==> src/inc/dma_cmd_pkg.sv <==
// Package: command codes, select values, reset and timing constants
package dma_cmd_pkg;

	// ****************************************************
	// Bus command codes
	// ****************************************************
	localparam logic [3:0] CMD_MEM_READ = 4'h6;
	localparam logic [3:0] CMD_MEM_WRITE = 4'h7;
	localparam logic [3:0] CMD_MEM_READ_MULT = 4'hC;
	localparam logic [3:0] CMD_MEM_READ_LINE = 4'hE;
	localparam logic [3:0] CMD_MEM_WRITE_INV = 4'hF;

	// ****************************************************
	// Configuration field layout
	// ****************************************************
	localparam int SEL_LSB = 8;
	localparam int SEL_MSB = 9;
	localparam logic [1:0] SEL_RESET = 2'h0;
	localparam logic [15:0] SHORT_READ_MAX_PHASES = 16'h0002;

	// Default mapping of select values 1..3 to long-read commands
	localparam logic [3:0] SEL1_CMD_DEFAULT = 4'hE;
	localparam logic [3:0] SEL2_CMD_DEFAULT = 4'hC;
	localparam logic [3:0] SEL3_CMD_DEFAULT = 4'hC;

	// ****************************************************
	// Reset timing expected from the system
	// ****************************************************
	localparam int CLK_PERIOD_NS = 10;
	localparam int GLOBAL_RESET_N_MIN_US = 100;
	localparam int GLOBAL_RESET_N_MIN_CYCLES = (GLOBAL_RESET_N_MIN_US * 1000 + CLK_PERIOD_NS - 1) / CLK_PERIOD_NS;

	typedef struct packed {
		logic is_write;
		logic use_invalidate;
		logic [15:0] phases;
	} dma_req_t;

	typedef struct packed {
		logic [3:0] cmd;
		logic is_write;
		logic [15:0] phases;
	} dma_cmd_t;

endpackage

==> src/rtl/pci_dma_master_cmd_select.sv <==
// Module: DMA master command selection, reset tri-state and interrupt pins
//
// Functional notes
// - Reads of one or two phases: memory read
// - Longer reads chosen by 2-bit select field
// - Read codes 6, C, E; reads only
// - Writes use code 7 or F
// - Global reset holds all drivers off
// - Interrupt A/B outputs, master and target capable
`timescale 1ns/1ps
module pci_dma_master_cmd_select #(
	parameter logic [3:0] SEL1_CMD = dma_cmd_pkg::SEL1_CMD_DEFAULT,
	parameter logic [3:0] SEL2_CMD = dma_cmd_pkg::SEL2_CMD_DEFAULT,
	parameter logic [3:0] SEL3_CMD = dma_cmd_pkg::SEL3_CMD_DEFAULT
) (
	input wire logic clock,
	input wire logic reset_n,
	input wire logic global_reset_n,
	input wire logic [15:0] misc_config,
	input wire logic req_valid,
	input wire dma_cmd_pkg::dma_req_t req,
	input wire logic addr_phase,
	input wire logic target_active,
	input wire logic irq_a,
	input wire logic irq_b,
	output logic cmd_valid,
	output dma_cmd_pkg::dma_cmd_t cmd_out,
	output logic [3:0] cbe_out,
	output logic cbe_oe,
	output logic inta_n_out,
	output logic inta_n_oe,
	output logic intb_n_out,
	output logic intb_n_oe
);
	// ****************************************************
	// Pin synchronisers
	// ****************************************************
	logic global_reset_n_meta_r;
	logic global_reset_n_sync_r;
	logic [1:0] irq_meta_r;
	logic [1:0] irq_sync_r;

	always_ff @(posedge clock or negedge reset_n) begin
		if (!reset_n) begin
			global_reset_n_meta_r <= 1'b0;
			global_reset_n_sync_r <= 1'b0;
		end else begin
			global_reset_n_meta_r <= global_reset_n;
			global_reset_n_sync_r <= global_reset_n_meta_r;
		end
	end

	always_ff @(posedge clock or negedge reset_n) begin
		if (!reset_n) begin
			irq_meta_r <= 2'h0;
			irq_sync_r <= 2'h0;
		end else begin
			irq_meta_r <= {irq_b, irq_a};
			irq_sync_r <= irq_meta_r;
		end
	end

	// Global reset active if either the pin or the local reset says so
	logic drive_ok;
	assign drive_ok = global_reset_n_sync_r;

	// ****************************************************
	// Command choice
	// ****************************************************
	logic [1:0] sel_r;
	logic [3:0] cmd_nxt;

	// Field only sampled outside global reset; it returns to zero there
	always_ff @(posedge clock or negedge reset_n) begin
		if (!reset_n) begin
			sel_r <= dma_cmd_pkg::SEL_RESET;
		end else if (!drive_ok) begin
			sel_r <= dma_cmd_pkg::SEL_RESET;
		end else begin
			sel_r <= misc_config[dma_cmd_pkg::SEL_MSB:dma_cmd_pkg::SEL_LSB];
		end
	end

	read_cmd_map #(
		.SEL1_CMD(SEL1_CMD),
		.SEL2_CMD(SEL2_CMD),
		.SEL3_CMD(SEL3_CMD)
	) u_map (
		.req(req),
		.long_read_cmd_select(sel_r),
		.cmd(cmd_nxt)
	);

	always_ff @(posedge clock or negedge reset_n) begin
		if (!reset_n) begin
			cmd_valid <= 1'b0;
			cmd_out <= '0;
		end else if (!drive_ok) begin
			cmd_valid <= 1'b0;
			cmd_out <= '0;
		end else begin
			cmd_valid <= req_valid;
			if (req_valid) begin
				cmd_out.cmd <= cmd_nxt;
				cmd_out.is_write <= req.is_write;
				cmd_out.phases <= req.phases;
			end
		end
	end

	// ****************************************************
	// Command/byte-enable drivers
	// ****************************************************
	// drivers off in reset
	always_ff @(posedge clock or negedge reset_n) begin
		if (!reset_n) begin
			cbe_out <= 4'h0;
			cbe_oe <= 1'b0;
		end else if (!drive_ok) begin
			cbe_out <= 4'h0;
			cbe_oe <= 1'b0;
		end else begin
			cbe_oe <= addr_phase && req_valid && !target_active;
			cbe_out <= (addr_phase && req_valid && !target_active) ? cmd_nxt : 4'h0;
		end
	end

	// ****************************************************
	// Interrupt pins, open drain
	// ****************************************************
	// interrupt A and B
	always_ff @(posedge clock or negedge reset_n) begin
		if (!reset_n) begin
			inta_n_out <= 1'b0;
			inta_n_oe <= 1'b0;
			intb_n_out <= 1'b0;
			intb_n_oe <= 1'b0;
		end else begin
			inta_n_out <= 1'b0;
			intb_n_out <= 1'b0;
			inta_n_oe <= drive_ok && irq_sync_r[0];
			intb_n_oe <= drive_ok && irq_sync_r[1];
		end
	end

	// Target cycles keep the master off the command lines, so both
	// roles can share the pins without contention.
endmodule

==> src/rtl/read_cmd_map.sv <==
// Module: maps a DMA request and select field to a bus command
`timescale 1ns/1ps
module read_cmd_map #(
	parameter logic [3:0] SEL1_CMD = dma_cmd_pkg::SEL1_CMD_DEFAULT,
	parameter logic [3:0] SEL2_CMD = dma_cmd_pkg::SEL2_CMD_DEFAULT,
	parameter logic [3:0] SEL3_CMD = dma_cmd_pkg::SEL3_CMD_DEFAULT
) (
	input wire dma_cmd_pkg::dma_req_t req,
	input wire logic [1:0] long_read_cmd_select,
	output logic [3:0] cmd
);
	always_comb begin
		cmd = dma_cmd_pkg::CMD_MEM_READ;
		if (req.is_write) begin
			cmd = req.use_invalidate ? dma_cmd_pkg::CMD_MEM_WRITE_INV
				: dma_cmd_pkg::CMD_MEM_WRITE;
		end else if (req.phases <= dma_cmd_pkg::SHORT_READ_MAX_PHASES) begin
			cmd = dma_cmd_pkg::CMD_MEM_READ;
		end else begin
			case (long_read_cmd_select)
				2'h0: cmd = dma_cmd_pkg::CMD_MEM_READ;
				2'h1: cmd = SEL1_CMD;
				2'h2: cmd = SEL2_CMD;
				2'h3: cmd = SEL3_CMD;
				default: cmd = dma_cmd_pkg::CMD_MEM_READ;
			endcase
		end
	end
endmodule

==> config.mk <==
export PLATFORM = sky130hd
export DESIGN_NAME = pci_dma_master_cmd_select
export DESIGN_NICKNAME = d
export VERILOG_FILES = /design/src/inc/dma_cmd_pkg.sv /design/src/rtl/pci_dma_master_cmd_select.sv /design/src/rtl/read_cmd_map.sv
export SDC_FILE = /design/constraint.sdc
export NUM_CORES = 1
export LEC_CHECK = 0
export BUFFER_PORTS_ARGS = -buffer_cell sky130_fd_sc_hd__buf_2
export CAP_MARGIN = 40
export CORE_MARGIN = 8
export CORE_UTILIZATION = 44
export DETAILED_ROUTE_END_ITERATION = 12
export GPL_TIMING_DRIVEN = 0
export PLACE_DENSITY = 0.87
export SETUP_SLACK_MARGIN = 0.3
export SYNTH_ARGS = -nofsm -noshare
export SYNTH_HDL_FRONTEND = slang
export SYNTH_SLANG_ARGS = --single-unit
==> constraint.sdc <==
create_clock -name clock -period 1.5 [get_ports clock]
set_input_delay 0.3 -clock clock [delete_from_list [all_inputs] [get_ports clock]]
set_output_delay 0.3 -clock clock [all_outputs]
set_load 0.005 [all_outputs]
==> impl_metrics.json <==
{
  "syn2layout_area_growth_pct": 32.0,
  "pin_count": 73,
  "clock_sinks": 35,
  "worstSkewPairLatency_ns": 0.34,
  "path_max_fanout": 3,
  "rsz0062_at_grt": "yes",
  "swShare_pct": 26.2,
  "switching_power_uw": 458,
  "post_synth.cell_area_avg_um2": 13.6,
  "finalSetupTns_ns": 0,
  "antenna_cells": 0,
  "powerDensity_nw_per_um2": 954,
  "maxSlewHeadroom_pct": 49.0,
  "yosys_register_bits": 35,
  "total_power_uw": 1750,
  "synth-edff-count": 0,
  "period_minus_slack_ns": 1.28,
  "end_kind": "output port",
  "cp.arrival_ns": 0.98,
  "synth_area_leaders": "dfrtp_1, mux2i_1, nor2b_1",
  "first_pass_iters": 4,
  "yosysMostFrequentCell": "dfrtp_1",
  "drive_above_1_share_pct": 46.5,
  "synth_top_area_cell": "dfrtp_1",
  "crit_top_cell": "buf_6",
  "cts_buffers": 5,
  "synth_common_cells": "dfrtp_1, nor2b_1, mux2i_1, and2_1, buf_4",
  "grt_pass1_wl_mm": 4.98,
  "portBuffers": 56,
  "multi_input_area_um2": 465,
  "seqCellArea_um2": 877,
  "vdd_drop_max_v": 0.000567,
  "drt-total-wl_mm": 3.16,
  "pwr-share-clk_pct": 28.8,
  "drtIter0Drc": 66,
  "path_buf_inv": 2,
  "synth-main-ff-cell": "dfrtp_1",
  "period_share_pct": 85.0,
  "critPathKind": "register to output port",
  "track_usage_pct": 12.5,
  "cp_cell_sequence": "buf_6, buf_6",
  "drv_cap": 0,
  "synth_warnings": 0,
  "p_int_uw": 1290,
  "synth_top_area_share_pct": 63.1,
  "drcViolationCount": 0,
  "htreeDepth": 2,
  "syn-instance-count": 102,
  "crit_family": "flip-flops",
  "dieHeight_um": 72.2,
  "nets": 211,
  "start_util_pct": 45.8,
  "required_ns": 1.20,
  "synth_area_um2": 1390,
  "cp_slowest_stage_delay_ns": 0.42,
  "finalHoldViolCount": 0,
  "hp-class": "input port to asynchronous set/reset pin",
  "fillers": 255,
  "cpMaxStageDelayCell": "dfrtp_1",
  "clockRootBuffer": "clkbuf_4",
  "routabilityCongestion": 0.750,
  "grt_max_degree": 36,
  "finClkSkew_ns": 0.00409,
  "grt_pass1_vias": 1061,
  "outcome": "complete, no violations",
  "setup_violations": 0,
  "wire_per_inst_um": 14.8,
  "p_comb_share_pct": 13.2,
  "cts_tree": "built",
  "antenna_found_initial": 0,
  "ys_async_sr_fraction_pct": 100,
  "vias_per_cell": 4.70,
  "vias": 1005,
  "crit_path_start_kind": "register",
  "core_area_um2": 3030,
  "cts_hold_buf": 0,
  "clkTransAtPathRegs_ns": 0.11,
  "worstMarginPinSlew_ns": 0.765,
  "overflow": 0,
  "yosysSeqAreaShare_pct": 63.1,
  "cts_buffer_depth": 2,
  "pwr-share-seq_pct": 58.0,
  "die_area_um2": 5210,
  "drtAntennaViolNets": 0,
  "drv_slew": 0,
  "holdWs_ns": 0.0218,
  "post-dp-hpwl_mm": 2.48,
  "fmax_ghz": 0.784,
  "die_width_um": 72.2,
  "leakagePower_uw": 0.000982,
  "ys_types": 19,
  "std_cell_rows": 20
}
[cell families after synthesis]
| family | Yosys count | share of synthesized area (%) |
|---|---|---|
| AO/OA/AOI/OAI | 8 | 4.42 |
| buffers and inverters | 8 | 3.79 |
| flip-flops | 35 | 63.1 |
| multiplexers | 17 | 12.3 |
| other | 1 | 0.270 |
| AND/OR/NAND/NOR | 33 | 16.1 |
[state kept, by name, indices dropped and copies added (netlist names)]
name                   flops
intb_n_oe                  1
global_reset_n_meta_r      1
sel_r                      2
irq_meta_r                 2
drive_ok                   1
cmd_valid                  1
inta_n_oe                  1
cmd_out                   20
irq_sync_r                 2
cbe_out                    4
[stage by stage]
step                instances  util, %  setup WS (ns)  instance area (um^2)
floorplan                 103        -          0.387                  1390
global placement          203     57.0          0.183                  1730
detailed placement        203     57.0          0.117                  1730
CTS                       212     60.0          0.200                  1820
global route              214     60.5          0.174                  1830
finish                    214     60.5          0.225                  1830
[layer usage]
layer  track usage (%)  up-vias  share of wire (%)
li1                  -      476                  -
met1              13.8      482                 41
met2              19.5       41                 47
met3              6.20        6                 11
met4              5.90        0                1.3
met5                 0        -                  0
[placed cells by master (no fill, tap or decap), drive strengths merged]
master,synthesis,layout
a211oi,1,1
a21boi,1,1
a31o,2,2
a31oi,1,1
a32o,1,1
and2,6,6
and3,1,1
and4b,1,1
buf,6,65
clkbuf,2,7
clkinv,0,1
clkinvlp,0,2
conb,1,2
dfrtp,35,35
mux2i,17,17
nand4,1,1
nor2,2,2
nor2b,19,19
nor4,3,3
o21a,1,1
o21ai,1,1
[worst register-to-register path, delay by kind of cell, from the launching register on]
family          cells  cell delay, ns
flops               1            0.45
simple gates        2            0.42
compound gates      1            0.18
[power by group through the flow]
stage	clock [uW]	combinational, uW	sequential, uW
after floorplan	0	91.1	1030
after global placement	0	211	1030
after detailed placement	0	221	1030
after CTS	519	230	1010
after global routing	568	255	1020
final	503	230	1010
[area by class of cell]
type,count,share of cell area [%]
tap,44,3.01
timing repair buffer,59,17.2
multi-input combinational,60,25.4
buffer,8,3.35
clock buffer,5,2.05
clock inverter,3,1.09
sequential,35,47.9
[final timing paths]
check / end / startpoint / depth (start not counted) / slack (ns)
setup / recovery: cmd_out[17] / cmd_out[17] / 2 / 0.22
hold / removal: cmd_out[3] / reset_n / 1 / 0.02
setup reg to reg: cbe_out[3] / drive_ok / 3 / 0.34
hold reg to reg: irq_sync_r[1] / irq_meta_r[1] / 0 / 0.36
max in group asynchronous: drive_ok / reset_n / 1 / 0.95
min in group clock: irq_meta_r[0] / irq_a / 1 / 0.06
[repair_timing]
| item | in CTS | in global routing |
|---|---|---|
| endpoints found under the setup margin | 5 | 17 |
| resized for setup | 6 | 2 |
| buffers inserted | 1 | 2 |
Power figures use the tool's default switching activity.
